### src/common/awdc_pkg.sv
// package: register map, field positions, timing and carrier types of the watchdog control
package awdc_pkg;
  // ****************************************************************
  // register map
  // ****************************************************************
  localparam int unsigned CTRL_INDEX     = 32'h0000000a;
  localparam int unsigned STATUS_INDEX   = 32'h0000000b;
  localparam int unsigned MASK_INDEX     = 32'h0000000c;
  localparam logic [7:0]  CTRL_RESET     = 8'h00;
  localparam logic [7:0]  STATUS_RESET   = 8'h00;
  localparam logic [7:0]  MASK_RESET     = 8'h00;
  // control bit positions
  localparam int unsigned BIT_RATE       = 0;
  localparam int unsigned BIT_FLAG       = 1;
  localparam int unsigned BIT_CYCLIC     = 2;
  localparam int unsigned BIT_IRQ_EN     = 3;
  localparam int unsigned BIT_RST_EN     = 4;
  localparam int unsigned BIT_RESTART    = 5;
  // status bit positions (sticky events)
  localparam int unsigned EV_TIMEOUT     = 0;
  localparam int unsigned EV_WAKE        = 1;
  localparam int unsigned EV_HALL        = 2;
  localparam logic [7:0]  EV_USED        = 8'h07;
  // ****************************************************************
  // timing
  // ****************************************************************
  localparam int unsigned CLK_HZ         = 10_000_000;
  localparam int unsigned FAST_MS        = 10;
  localparam int unsigned SLOW_MS        = 20;
  localparam int unsigned TICK_US        = 1000;
  localparam int unsigned TICK_CYCLES    = CLK_HZ / 1_000_000 * TICK_US;
  localparam int unsigned FAST_TICKS     = FAST_MS * 1000 / TICK_US;
  localparam int unsigned SLOW_TICKS     = SLOW_MS * 1000 / TICK_US;
  // ****************************************************************
  // carrier types
  // ****************************************************************
  typedef struct packed {
    logic       cyc;
    logic       stb;
    logic       we;
    logic [7:0] adr;
    logic [3:0] sel;
    logic [31:0] dat;
  } awdc_wb_req_type;
  typedef struct packed {
    logic        rst_en;
    logic        irq_en;
    logic        cyclic;
    logic        flag;
    logic        rate;
  } awdc_ctrl_type;
endpackage : awdc_pkg

### src/logic/awdc_osc.sv
// file: internal watchdog oscillator tick generator, gated by run enable
`timescale 1ns/1ps
`default_nettype none
module awdc_osc #(
  parameter int unsigned DIV = awdc_pkg::TICK_CYCLES
) (
  input  wire logic sys_clk,
  input  wire logic reset,
  input  wire logic run,
  output var  logic tick
);
  localparam int unsigned W = $clog2(DIV + 1);
  logic [W-1:0] div_reg;
  initial begin
    if (DIV < 2) $error("awdc_osc: divider too small");
  end
  // ****************************************************************
  // divider: stops and clears when disabled
  // ****************************************************************
  always_ff @(posedge sys_clk or posedge reset) begin
    if (reset) begin
      div_reg <= '0;
      tick    <= 1'b0;
    end else if (!run) begin
      div_reg <= '0;
      tick    <= 1'b0;
    end else if (div_reg == W'(DIV - 1)) begin
      div_reg <= '0;
      tick    <= 1'b1;
    end else begin
      div_reg <= div_reg + W'(1);
      tick    <= 1'b0;
    end
  end
endmodule // awdc_osc
`default_nettype wire

### src/logic/awdc_top.sv
// file: watchdog control block with classic wishbone slave and interrupt logic
`timescale 1ns/1ps
`default_nettype none
// Function
// - the restart bit is write only and always reads back zero.
// - writing one to restart clears the counter and starts a new period, zero does nothing.
// - with reset enable set a timeout pulls the active low system reset, only in run mode.
// - reset enable can be set once after each reset and cannot be cleared by software.
// - with interrupt enable set a set timeout flag pulls the active low interrupt in stop mode.
// - cyclic check enable turns periodic sampling of hall and analog inputs on or off.
// - the timeout flag sets on timeout, writing one clears it, writing zero does nothing.
// - clearing the timeout flag also restarts the counter.
// - rate select one gives a 10 ms period and zero gives 20 ms.
// - system reset clears the whole control register to zero.
// - the oscillator runs only while reset, interrupt or cyclic enable is set.
// - the reset watchdog stops counting in stop mode unless interrupt or cyclic enable is set, and resumes in run mode.
// - in stop mode with interrupt enable set the block wakes the system each period.
// - during cyclic wake the hall inputs are powered and sampled, waking on a high input.
module awdc_top #(
  parameter int unsigned TICK_DIV  = awdc_pkg::TICK_CYCLES,
  parameter int unsigned HALL_W    = 3
) (
  input  wire logic        sys_clk,
  input  wire logic        reset,
  input  wire logic        wb_cyc_i,
  input  wire logic        wb_stb_i,
  input  wire logic        wb_we_i,
  input  wire logic [7:0]  wb_adr_i,
  input  wire logic [3:0]  wb_sel_i,
  input  wire logic [31:0] wb_dat_i,
  output var  logic [31:0] wb_dat_o,
  output var  logic        wb_ack_o,
  input  wire logic        stop_mode,
  input  wire logic [HALL_W-1:0] hall_in,
  input  wire logic        hall_irq_en,
  output var  logic        sys_reset_n,
  output var  logic        cpu_irq_n,
  output var  logic        wake_req,
  output var  logic        hall_power,
  output var  logic        analog_check,
  output var  logic        irq
);
  initial begin
    if (HALL_W < 1 || HALL_W > 8) $error("awdc_top: hall width out of range");
  end
  // ****************************************************************
  // declarations
  // ****************************************************************
  localparam int unsigned CW = $clog2(awdc_pkg::SLOW_TICKS + 1);
  typedef enum logic [2:0] {
    CYC_IDLE   = 3'b001,
    CYC_POWER  = 3'b010,
    CYC_SAMPLE = 3'b100
  } awdc_cyc_type;
  awdc_pkg::awdc_wb_req_type req;
  awdc_pkg::awdc_ctrl_type   ctrl_reg;
  logic [CW-1:0] cnt_reg;
  logic [7:0]    status_reg;
  logic [7:0]    mask_reg;
  logic [7:0]    ev_next;
  awdc_cyc_type  cyc_reg;
  logic          tick;
  logic          run_osc;
  logic          wr_ctrl;
  logic          restart;
  logic          flag_clear;
  logic          timeout;
  logic          counting;
  logic          hall_hit;
  logic [CW-1:0] end_value;

  // decode a register index, word aligned
  function automatic logic hit(input logic [7:0] adr, input int unsigned idx);
    return adr == 8'(idx * 4);
  endfunction

  assign req = '{cyc: wb_cyc_i, stb: wb_stb_i, we: wb_we_i, adr: wb_adr_i,
                 sel: wb_sel_i, dat: wb_dat_i};
  // write strobe into control, lane 0 only
  assign wr_ctrl    = req.cyc && req.stb && req.we && !wb_ack_o && req.sel[0]
                      && hit(req.adr, awdc_pkg::CTRL_INDEX);
  assign restart    = wr_ctrl && req.dat[awdc_pkg::BIT_RESTART];
  assign flag_clear = wr_ctrl && req.dat[awdc_pkg::BIT_FLAG] && ctrl_reg.flag;
  // ****************************************************************
  // oscillator and timeout counter
  // ****************************************************************
  assign run_osc   = ctrl_reg.rst_en || ctrl_reg.irq_en || ctrl_reg.cyclic;
  // reset function alone pauses in stop mode
  assign counting  = run_osc && !(stop_mode && !ctrl_reg.irq_en && !ctrl_reg.cyclic);
  assign end_value = ctrl_reg.rate ? CW'(awdc_pkg::FAST_TICKS)
                                   : CW'(awdc_pkg::SLOW_TICKS);
  assign timeout   = tick && counting && (cnt_reg >= end_value - CW'(1));

  awdc_osc #(
    .DIV (TICK_DIV)
  ) u_osc (
    .sys_clk (sys_clk),
    .reset   (reset),
    .run     (run_osc),
    .tick    (tick)
  );

  // counter of oscillator ticks
  always_ff @(posedge sys_clk or posedge reset) begin
    if (reset) begin
      cnt_reg <= '0;
    end else if (!run_osc || restart || flag_clear || timeout) begin
      cnt_reg <= '0;
    end else if (tick && counting) begin
      cnt_reg <= cnt_reg + CW'(1);
    end
  end
  // ****************************************************************
  // control register
  // ****************************************************************
  always_ff @(posedge sys_clk or posedge reset) begin
    if (reset) begin
      ctrl_reg <= awdc_pkg::awdc_ctrl_type'(5'h00);
    end else begin
      if (wr_ctrl) begin
        ctrl_reg.irq_en <= req.dat[awdc_pkg::BIT_IRQ_EN];
        ctrl_reg.cyclic <= req.dat[awdc_pkg::BIT_CYCLIC];
        ctrl_reg.rate   <= req.dat[awdc_pkg::BIT_RATE];
        if (req.dat[awdc_pkg::BIT_RST_EN]) begin
          ctrl_reg.rst_en <= 1'b1;
        end
      end
      // set wins over a simultaneous clear
      if (timeout) begin
        ctrl_reg.flag <= 1'b1;
      end else if (flag_clear) begin
        ctrl_reg.flag <= 1'b0;
      end
    end
  end
  // ****************************************************************
  // system outputs
  // ****************************************************************
  // reset in run mode, interrupt in stop mode
  always_ff @(posedge sys_clk or posedge reset) begin
    if (reset) begin
      sys_reset_n <= 1'b1;
      cpu_irq_n   <= 1'b1;
      wake_req    <= 1'b0;
    end else begin
      sys_reset_n <= !(timeout && ctrl_reg.rst_en && !stop_mode);
      cpu_irq_n   <= !((ctrl_reg.flag || hall_hit) && ctrl_reg.irq_en
                       && stop_mode);
      wake_req    <= stop_mode && ((timeout && ctrl_reg.irq_en) || hall_hit);
    end
  end
  // ****************************************************************
  // cyclic sensor check
  // ****************************************************************
  assign hall_hit = (cyc_reg == CYC_SAMPLE) && (|hall_in) && hall_irq_en;
  always_ff @(posedge sys_clk or posedge reset) begin
    if (reset) begin
      cyc_reg      <= CYC_IDLE;
      hall_power   <= 1'b0;
      analog_check <= 1'b0;
    end else begin
      case (cyc_reg)
        CYC_IDLE: begin
          if (ctrl_reg.cyclic && stop_mode && timeout) begin
            cyc_reg      <= CYC_POWER;
            hall_power   <= 1'b1;
            analog_check <= 1'b1;
          end
        end
        CYC_POWER: begin
          cyc_reg <= CYC_SAMPLE;
        end
        CYC_SAMPLE: begin
          cyc_reg      <= CYC_IDLE;
          hall_power   <= 1'b0;
          analog_check <= 1'b0;
        end
        default: begin
          cyc_reg <= CYC_IDLE;
        end
      endcase
      if (!ctrl_reg.cyclic) begin
        cyc_reg      <= CYC_IDLE;
        hall_power   <= 1'b0;
        analog_check <= 1'b0;
      end
    end
  end
  // ****************************************************************
  // interrupt status and mask
  // ****************************************************************
  always_comb begin
    ev_next = 8'h00;
    ev_next[awdc_pkg::EV_TIMEOUT] = timeout;
    ev_next[awdc_pkg::EV_WAKE]    = stop_mode && timeout && ctrl_reg.irq_en;
    ev_next[awdc_pkg::EV_HALL]    = hall_hit;
  end
  // sticky bits, write one to clear, set wins
  always_ff @(posedge sys_clk or posedge reset) begin
    if (reset) begin
      status_reg <= awdc_pkg::STATUS_RESET;
      mask_reg   <= awdc_pkg::MASK_RESET;
    end else begin
      if (req.cyc && req.stb && req.we && !wb_ack_o && req.sel[0]
          && hit(req.adr, awdc_pkg::STATUS_INDEX)) begin
        status_reg <= (status_reg & ~req.dat[7:0]) | ev_next;
      end else begin
        status_reg <= status_reg | ev_next;
      end
      if (req.cyc && req.stb && req.we && !wb_ack_o && req.sel[0]
          && hit(req.adr, awdc_pkg::MASK_INDEX)) begin
        mask_reg <= req.dat[7:0] & awdc_pkg::EV_USED;
      end
    end
  end
  always_ff @(posedge sys_clk or posedge reset) begin
    if (reset) begin
      irq <= 1'b0;
    end else begin
      irq <= |((status_reg | ev_next) & mask_reg);
    end
  end
  // ****************************************************************
  // wishbone answer, one wait cycle
  // ****************************************************************
  always_ff @(posedge sys_clk or posedge reset) begin
    if (reset) begin
      wb_ack_o <= 1'b0;
      wb_dat_o <= 32'h00000000;
    end else begin
      wb_ack_o <= req.cyc && req.stb && !wb_ack_o;
      wb_dat_o <= 32'h00000000;
      if (req.cyc && req.stb && !req.we && !wb_ack_o) begin
        if (hit(req.adr, awdc_pkg::CTRL_INDEX)) begin
          // restart and upper bits read zero
          wb_dat_o <= {27'h0000000, ctrl_reg};
        end else if (hit(req.adr, awdc_pkg::STATUS_INDEX)) begin
          wb_dat_o <= {24'h000000, status_reg};
        end else if (hit(req.adr, awdc_pkg::MASK_INDEX)) begin
          wb_dat_o <= {24'h000000, mask_reg};
        end
      end
    end
  end
  // ****************************************************************
  // checks
  // ****************************************************************
  a_flag_on_timeout: assert property (@(posedge sys_clk) disable iff (reset)
    timeout |=> ctrl_reg.flag) else $error("flag not set after timeout");
  a_flag_write_zero: assert property (@(posedge sys_clk) disable iff (reset)
    (ctrl_reg.flag && !flag_clear) |=> ctrl_reg.flag) else $error("flag lost");
  a_rst_en_sticky: assert property (@(posedge sys_clk) disable iff (reset)
    ctrl_reg.rst_en |=> ctrl_reg.rst_en) else $error("reset enable cleared");
  a_restart_clears_cnt: assert property (@(posedge sys_clk) disable iff (reset)
    restart |=> cnt_reg == '0) else $error("restart left counter");
  a_clear_restarts: assert property (@(posedge sys_clk) disable iff (reset)
    flag_clear |=> cnt_reg == '0) else $error("flag clear left counter");
  a_reset_run_only: assert property (@(posedge sys_clk) disable iff (reset)
    !sys_reset_n |-> $past(!stop_mode) && $past(ctrl_reg.rst_en))
    else $error("reset outside run mode");
  a_irq_stop_only: assert property (@(posedge sys_clk) disable iff (reset)
    !cpu_irq_n |-> $past(stop_mode) && $past(ctrl_reg.irq_en))
    else $error("interrupt outside stop mode");
  a_osc_gated: assert property (@(posedge sys_clk) disable iff (reset)
    !run_osc |=> cnt_reg == '0 && !tick) else $error("oscillator runs disabled");
  a_stop_pause: assert property (@(posedge sys_clk) disable iff (reset)
    (stop_mode && !ctrl_reg.irq_en && !ctrl_reg.cyclic) |=> $stable(cnt_reg)
      || cnt_reg == '0) else $error("counting in stop mode");
  a_ctrl_read_zero: assert property (@(posedge sys_clk) disable iff (reset)
    wb_ack_o |-> wb_dat_o[31:5] == '0) else $error("upper bits read nonzero");
  c_timeout_seen: cover property (@(posedge sys_clk) disable iff (reset) timeout);
  c_wd_reset: cover property (@(posedge sys_clk) disable iff (reset) !sys_reset_n);
  c_stop_irq: cover property (@(posedge sys_clk) disable iff (reset) !cpu_irq_n);
  c_hall_wake: cover property (@(posedge sys_clk) disable iff (reset) hall_hit);
endmodule // awdc_top
`default_nettype wire

### config.mk
export PLATFORM = sky130hd
export DESIGN_NAME = awdc_top
export DESIGN_NICKNAME = d
export VERILOG_FILES = /design/src/common/awdc_pkg.sv /design/src/logic/awdc_osc.sv /design/src/logic/awdc_top.sv
export SDC_FILE = /design/constraint.sdc
export NUM_CORES = 1
export LEC_CHECK = 0
export BUFFER_PORTS_ARGS = -buffer_cell sky130_fd_sc_hd__buf_2
export CAP_MARGIN = 10
export CORE_MARGIN = 2
export CORE_UTILIZATION = 52
export CTS_BUF_LIST = sky130_fd_sc_hd__clkbuf_4 sky130_fd_sc_hd__clkbuf_8
export CTS_CLUSTER_DIAMETER = 120
export DETAILED_ROUTE_END_ITERATION = 10
export GPL_TIMING_DRIVEN = 1
export HOLD_SLACK_MARGIN = 0.1
export PLACE_DENSITY = 0.83
export RECOVER_POWER = 100
export SYNTH_ARGS = -nofsm -noshare
export SYNTH_HDL_FRONTEND = slang
export SYNTH_SLANG_ARGS = --single-unit
### constraint.sdc
create_clock -name sys_clk -period 2.25 [get_ports sys_clk]
set_input_delay 0.1125 -clock sys_clk [delete_from_list [all_inputs] [get_ports sys_clk]]
set_output_delay 0.1125 -clock sys_clk [all_outputs]
set_load 0.005 [all_outputs]
Word-level counts from Yosys, hierarchy flattened
Index checks and enable logic that the tools add are counted.

Flip-flop bits (word level): 77. Logic and storage cells: 108. Bits of input ports: 54.

Reduce and logical (&&, ||, !) cells: 52. Mux-type cells: 20. Magnitude comparators: 1. Bitwise operators: 5. Add/sub/neg operators: 3. Eq/ne operators: 9.

Operators by type and width (number): two-way mux 32 bit (1); logical AND 1 bit (30); two-way mux 14 bit (2); == test 8 x 6 -> 1 bit, second input constant (3); two-way mux 8 bit (3); bitwise OR 8 x 3 -> 8 bit (2); two-way mux 5 bit (3); adder 14 x 1 -> 14 bit, second input constant (1); == test 14 bit, second input constant (1); logical NOT 1 bit (9); two-way mux 3 bit (3); AND 8 x 3 -> 8 bit (1); AND 8 bit (1); NOT 8 bit (1); OR reduction 8 bit (1); logical OR 1 bit (7); two-way mux 1 bit (6); case mux 3 bit (2 select lines) (1); adder 5 x 1 -> 5 bit, second input constant (1); >= comparator 5 bit (1); subtractor 5 x 1 -> 5 bit, second input constant (1); AND reduction 2 bit (2); nonzero test 2 bit (2); == test 3 x 1 -> 1 bit, second input constant (1); 6 further kinds (6).

Logic depth before layout (Yosys ltp)
Gate-level depths: netlist of run 1.

Depth in word-level cells: 12. Mapped depth: 6. Mapped depth without buffers: 6.

Hierarchy
From an unflattened synthesis of run 1, not the netlist that was laid out.

Cell total of the unflattened synthesis: 258. Area total of the unflattened synthesis: 2771.4 um2.

By module, submodules not included: awdc_top (cells each 186, area an instance 2023.2 um2, times used 1, sequential area each 954.7 um2); awdc_osc (cells each 72, area an instance 748.2 um2, times used 1, sequential area each 375.4 um2).

Least setup slack after synthesis of run 1
OpenSTA, ideal clock, no wires.

Path kind: flip-flop to flip-flop. Start: register ctrl_reg[0] (netlist name). End: register analog_check. Buffers on the path: 0. Required time: 2.172 ns. Stages on the path, launching flop included: 7. Setup slack: 0.527 ns. Period minus slack after synthesis: 1.723 ns. Arrival: 1.645 ns. Cells stage by stage: dfrtp_1 > inv_1 > ha_1 > o21ai_0 > or2_2 > a2111oi_2 > o21bai_1.

Longest elaborated chain between the ends: 7.

Ends and longest elaborated chain: from (decl) (RTL line awdc_top.sv:56) `awdc_pkg::awdc_ctrl_type ctrl_reg;`; from (signal assigned) (RTL line awdc_top.sv:118) `ctrl_reg <= awdc_pkg::awdc_ctrl_type'(5'h00);`; two-way mux 5 bit (RTL line awdc_top.sv:90) `assign end_value = ctrl_reg.rate ? CW'(awdc_pkg::FAST_TICKS)`; subtractor 5 x 1 -> 5 bit (RTL line awdc_top.sv:92) `assign timeout = tick && counting && (cnt_reg >= end_value - CW'(1));`; >= comparator 5 bit (RTL line awdc_top.sv:92); logical AND 1 bit (RTL line awdc_top.sv:92); logical AND 1 bit (RTL line awdc_top.sv:164) `if (ctrl_reg.cyclic && stop_mode && timeout) begin`; inequality test 3 bit (no source line); AND reduction 2 bit (no source line); to (signal assigned) (RTL line awdc_top.sv:160) `analog_check <= 1'b0;`; to (signal assigned) (RTL line awdc_top.sv:167) `analog_check <= 1'b1;`; to (signal assigned) (RTL line awdc_top.sv:176) `analog_check <= 1'b0;`; to (decl) (RTL line awdc_top.sv:40) `output var logic analog_check,`.

Every way passes these cells. A chain may end at the register's enable or synchronous reset.

Final worst setup path of run 1
Same ends and word-level chain as after synthesis.

==> results of run 1 <==
==> worst max-delay path by stage <==
| stage | to | slack (ps) | depth (start not counted) |
|---|---|---|---|
| after floorplan | analog_check$_DFFE_PP0P_ | 530 | 6 |
| after global placement | analog_check$_DFFE_PP0P_ | 350 | 6 |
| after detailed placement | analog_check$_DFFE_PP0P_ | 330 | 6 |
| after CTS | analog_check$_DFFE_PP0P_ | 280 | 6 |
| after global routing | analog_check$_DFFE_PP0P_ | 130 | 6 |
| final | analog_check$_DFFE_PP0P_ | 300 | 6 |
==> metrics by stage <==
step                      std cells  setup WS, ps  hold slack, ps  cell area (um^2)
after floorplan                 273         527.1           196.3              2735
after global placement          356         354.1           296.4              2850
after detailed placement        356         332.7           301.2              2850
after CTS                       374         278.2           132.6              3047
after global routing            374         126.3           142.1              3029
final                           374         303.8           136.8              3029
==> critical path, cell delays in order (launching register included) <==
cell and delay, ps:
dfrtp_1 440, inv_1 60, ha_1 300, o21ai_0 100, or2_2 330, a2111oi_2 460
o21bai_1 180
==> synth_stat cells, types with 3 or more instances <==
cell type	count
nor2_1	30
nand3_1	13
nand2_1	8
ha_1	5
o21ai_0	3
and3_1	5
dfstp_2	3
dfrtp_1	50
a21boi_0	7
a22oi_1	4
nor4_1	3
buf_4	25
mux2_2	6
clkbuf_1	3
o211ai_1	3
nand4_1	6
nor3_1	7
nor2b_1	4
xnor2_1	10
o2bb2ai_1	3
a22o_1	3
inv_1	10
==> repair_timing <==
item	in CTS	in global routing
gates resized for setup	0	0
hold buffers	10	0
hold endpoints to repair	63	0
setup endpoints to repair	0	0
==> where the power goes <==
group / switching, mW / total (mW) / leakage, nW / internal [mW]
logic: 0.0544 / 0.0901 / 0.585 / 0.0358
registers: 0.00193 / 0.956 / 0.729 / 0.954
clock network: 0.294 / 0.544 / 0.0512 / 0.250
total: 0.350 / 1.59 / 1.37 / 1.24
==> per-layer routing <==
metal,vias to the layer above,wire length [um]
met5,-,0
met3,5,223
met4,0,29
met2,50,2584
met1,964,2165
li1,960,-
==> final cells by class <==
cell class	count	area, um^2	area share (%)
Inverter	10	37.54	1.239
Clock inverter	2	13.76	0.4544
Clock buffer	6	82.58	2.726
Sequential cell	53	1330	43.91
Multi-Input combinational cell	181	1160	38.29
Tap cell	67	83.83	2.767
Timing Repair Buffer	55	321.6	10.62
==> logic make-up (layout without fill, tap and decap cells) <==
logic type,count (synthesis),count (layout),synth area share [%]
compound gates,42,42,12.75
xor+xnor,12,12,3.968
fa+ha+maj,5,5,2.362
buf+inv,39,73,9.117
flops,53,53,50.21
mux,6,6,2.551
other cells,1,24,0.1416
simple gates,92,92,18.90
==> results.tsv, run 1 <==
stage	metric	value	unit
status	status	finished clean	
power_and_ir_drop	pwr dens	524.8	nW/um^2
grt	number of global-route vias before repair	1789	
hold_path	Hold EP	wb_ack_o$_DFF_PP0_	
grt	GRT Total Usage	19.00	%
finish	fin util	62.88	%
cts	clk root buf	clkbuf_8	
floorplanning	full die area	5681	um^2
sta	Final Cycle Share	86.50	%
critical_path	worst reg2reg startpoint	ctrl_reg[0]$_DFFE_PP0N_	
hold_path	hold crit path type	input port to flop	
place	Port Buffers	41	
critical_path	crit path launch type	flop	
cts	Clk Latency, worst-skew pair	300	ps
grt	antenna violations before repair	0	
critical_path	Reg2Reg Capture Point	analog_check$_DFFE_PP0P_	
synth	dominant synthesized flop cell	dfrtp_1	
hold_path	hold_sp	wb_cyc_i	
sta	unrepaired setup endpoints after global routing	no	
cts	CTS tree	done	
floorplanning	Die H	75.37	um
finish	NumNets Final	365	
floorplanning	Die W	75.37	um
sta	Worst Max-Slew Pin Slew	1265	ps
floorplanning	Ports	93	
synth	top-area cell type share of the netlist area	47.24	%
grt	Most Crowded Layer GR	met2	
critical_path	kind of critical path	flop to flop	
synth	flops & latches, synth	53	
sta	setup_tns	0	ps
synth	EDFF count, synth	0	
critical_path	WP data required	2470	ps
cts	Max Root-Sink Buffers	2	
synth	synth warn	0	
finish	Fill cells	414	
job	max-cap viol count	0	
critical_path	kind of end point of the critical path	flop	
detailed_routing	antenna-violating nets left	0	
grt	met3 usage	3.968	%
sta	fin crit period	1946	ps
sta	clock skew	7.687	ps
critical_path	CP Launch Point	ctrl_reg[0]$_DFFE_PP0N_	
cts	clock sink count	53	
power_and_ir_drop	total power	1.590	mW
detailed_routing	First DRT Iteration DRCs	171	
critical_path	R2R depth	6	
detailed_routing	via count	1979	
hold_path	hold depth	2	
grt	met2 GRT Util	31.98	%
grt	largest net degree at the start of global routing	54	
synth	Async S/R FF share, synth	100.0	%
cts	H-tree levels	2	
finish	most frequent cells in the layout	dfrtp_1 (50), buf_2 (32), nor2_1 (30)	
place	gpl congestion	0.8908	
critical_path	CP arrival	2170	ps
sta	Slew Limit Headroom	15.64	%
finish	number of diodes	0	
synth	synth unique cells	51	
synth	cell area after synthesis	2649	um^2
place	hpwl dp	3.530	mm
grt	gr ovfl total	0	
cts	total CTS buffers	5	
finish	max FFs per register	14	
floorplanning	Starting Density	54.99	%
power_and_ir_drop	worst vdd ir	0.0002796	V
power_and_ir_drop	leakage power figure	1.366	nW
detailed_routing	drt via density	5.291	
finish	commonest non-fill, non-tap cell in the layout	dfrtp_1	
sta	setup violators final	0	
detailed_routing	Detailed Routing Iterations Pass 1	4	
synth	post-synthesis sequential area ratio	50.21	%
cts	clock slew at reported path FFs	90	ps
finish	Synth-to-Final Area Change	14.36	%
critical_path	r2r setup slk	300	ps
grt	met1 track utilization from global routing	25.61	%
detailed_routing	routed len/inst	13.37	um
detailed_routing	number of remaining DRC errors	0	
synth	Synth area leaders	dfrtp_1 (47%), buf_4 (7.1%), nor2_1 (4.3%), xnor2_1 (3.3%), dfstp_2 (3.0%)	
sta	max frequency	513.8	MHz
synth	Synth area leader	dfrtp_1	
grt	first-pass GRT wire length	8.259	mm
finish	layout cells sized above 1	18.89	%
synth	syn avg cell area	10.60	um^2
floorplanning	CORE AREA	4817	um^2
critical_path	worst-path fanout max	5	
sta	Hold Violations, Final	0	
sta	Final Max Slew Viols	0	
detailed_routing	Post-Route WL	5.002	mm
floorplanning	Rows	25	
synth	Post-Synthesis Cells	250	
cts	setup bufs post-CTS	0	
(Power assumes the default switching activity.)
==> run 2: changes to the inputs <==
CORE_MARGIN = default   (was 2)
SLEW_MARGIN = 20   (was default)
==> run 2 against run 1 <==
Compared with the run above: worst setup slack improved by 26 ps; clock power decreased by 7.2%; fmax up 1.4%; register-to-register slack improved by 30 ps; worst hold slack worse by 3.6 ps; sequential share of layout area is 0.31 points higher; clock-buffer cell count unchanged; final area is 0.70% lower; power down 2.5%; cell count is 0.27% lower; clock skew fell by 2.5 ps; critical endpoint unchanged.
==> results.tsv, run 2 (synthesized netlist as in run 1, its figures left out) <==
stage	metric	value	unit	change
detailed_routing	First DRT Iteration DRCs	130		-24%
grt	largest net degree at the start of global routing	23		-57%
sta	setup_tns	0	ps	unchanged
grt	first-pass GRT wire length	7.976	mm	-3.4%
sta	clock skew	5.145	ps	-2.542 ps
critical_path	CP arrival	2140	ps	-30 ps
cts	CTS resizes	0		unchanged
finish	commonest non-fill, non-tap cell in the layout	dfrtp_1		
cts	setup bufs post-CTS	0		unchanged
cts	total CTS buffers	5		unchanged
power_and_ir_drop	total power	1.550	mW	-2.5%
power_and_ir_drop	pwr dens	515.4	nW/um^2	-1.8%
critical_path	kind of end point of the critical path	flop		
critical_path	r2r setup slk	330	ps	+30 ps
finish	fin util	62.44	%	-0.44 points
critical_path	WP data required	2470	ps	about the same
critical_path	worst reg2reg startpoint	ctrl_reg[0]$_DFFE_PP0N_		
sta	Final Cycle Share	85.33	%	-1.2 points
hold_path	Hold EP	mask_reg[1]$_DFFE_PP0P_		
power_and_ir_drop	worst vdd ir	0.0003004	V	+7.4%
place	pre-CTS setup slack	319.2	ps	-13.49 ps
sta	max frequency	520.9	MHz	+1.4%
hold_path	hold crit path type	input port to flop		
floorplanning	Die H	73.37	um	-2.7%
status	status	finished clean		
finish	most frequent cells in the layout	dfrtp_1 (50), buf_2 (34), nor2_1 (30)		
floorplanning	full die area	5383	um^2	-5.2%
sta	setup violators final	0		unchanged
grt	number of global-route vias before repair	1809		+1.1%
sta	Slew Limit Headroom	46.50	%	+31 points
cts	Clk Latency, worst-skew pair	290	ps	about the same
detailed_routing	number of remaining DRC errors	0		unchanged
sta	post-route setup slack	330.1	ps	+26.30 ps
cts	clk root buf	clkbuf_8		
cts	Max Root-Sink Buffers	2		unchanged
job	max-cap viol count	0		unchanged
finish	number of diodes	0		unchanged
finish	NumNets Final	364		-0.27%
detailed_routing	via count	1962		-0.86%
floorplanning	Ports	93		unchanged
finish	layout cells sized above 1	19.28	%	+0.39 points
place	hpwl dp	3.621	mm	+2.6%
hold_path	hold_sp	wb_dat_i[1]		
sta	Final Max Slew Viols	0		unchanged
finish	Synth-to-Final Area Change	13.56	%	
sta	Hold Violations, Final	0		unchanged
cts	H-tree levels	2		unchanged
detailed_routing	Post-Route WL	4.860	mm	-2.8%
floorplanning	Die W	73.37	um	-2.7%
cts	clock sink count	53		unchanged
grt	gr ovfl total	0		unchanged
cts	CTS tree	done		
sta	Worst Max-Slew Pin Slew	801.7	ps	-463.7 ps
grt	GRT Total Usage	19.34	%	+0.35 points
sta	fin crit period	1920	ps	-26.30 ps
hold_path	hold depth	2		unchanged
finish	post-route cell area	3008	um^2	-0.70%
finish	max FFs per register	14		unchanged
critical_path	kind of critical path	flop to flop		
detailed_routing	antenna-violating nets left	0		unchanged
critical_path	Reg2Reg Capture Point	analog_check$_DFFE_PP0P_		
floorplanning	Starting Density	54.99	%	unchanged
detailed_routing	drt via density	5.260		-0.59%
critical_path	R2R depth	6		unchanged
place	DP Area	2850	um^2	unchanged
power_and_ir_drop	leakage power figure	1.364	nW	-0.13%
place	gpl congestion	0.8266		-7.2%
cts	clock slew at reported path FFs	80	ps	about the same
critical_path	crit path launch type	flop		
grt	antenna violations before repair	0		unchanged
floorplanning	Rows	25		unchanged
sta	unrepaired setup endpoints after global routing	no		
critical_path	worst-path fanout max	5		unchanged
detailed_routing	routed len/inst	13.03	um	-2.6%
detailed_routing	Detailed Routing Iterations Pass 1	5		+1
finish	Fill cells	416		+0.48%
cts	hold buffers post-CTS	9		-1
floorplanning	CORE AREA	4817	um^2	unchanged
place	Port Buffers	41		unchanged
run 2: cell types whose count changed in the layout (fill, tap and decap cells not counted):
cell           delta
clkbuf_4          +1
buf_2             +2
buf_4             -1
clkbuf_8          -1
clkbuf_1          -1
dlygate4sd3_1     -1
clkinv_4          -1
clkinv_2          +1
run 2: layout make-up:
class	count	area [um^2]	share of cell area, %
clock inverter	2	10.01	0.3328
timing repair buffer	54	310.3	10.32
sequential	53	1330	44.22
tap	67	83.83	2.787
multi-input combinational	181	1160	38.56
inverter	10	37.54	1.248
clock buffer	6	76.32	2.537
run 2: worst max path at each step:
stage | slack, ps | cells after the start | end | startpoint
after floorplan | 530 | 6 | analog_check$_DFFE_PP0P_ | ctrl_reg[0]$_DFFE_PP0N_
after global placement | 350 | 6 | analog_check$_DFFE_PP0P_ | ctrl_reg[0]$_DFFE_PP0N_
after detailed placement | 320 | 6 | analog_check$_DFFE_PP0P_ | ctrl_reg[0]$_DFFE_PP0N_
after CTS | 300 | 6 | analog_check$_DFFE_PP0P_ | ctrl_reg[0]$_DFFE_PP0N_
after global routing | 170 | 6 | analog_check$_DFFE_PP0P_ | ctrl_reg[0]$_DFFE_PP0N_
final | 330 | 6 | analog_check$_DFFE_PP0P_ | ctrl_reg[0]$_DFFE_PP0N_
run 2: critical path: stages, from the launching register on:
cell	delay, ps
dfrtp_1	440
inv_1	70
ha_1	290
o21ai_0	90
or2_2	340
a2111oi_2	460
o21bai_1	160
run 2: routing by layer:
metal	track usage, %	part of all wire, %
met1	24.64	44
met2	33.13	51
met3	4.664	4.5
met4	5.128	0.53
met5	0	0
run 2: where the power goes:
group          switching, mW  internal (mW)
clock network          0.277          0.228
registers            0.00186          0.954
logic                 0.0544         0.0353
total                  0.333           1.22
run 2: through the flow:
step / std cells / hold WS (ps)
6_report: 373 / 133.2
2_1_floorplan: 273 / 196.3
4_1_cts: 373 / 120.7
3_3_place_gp: 356 / 140.2
5_1_grt: 373 / 125.4
3_5_place_dp: 356 / 144.1
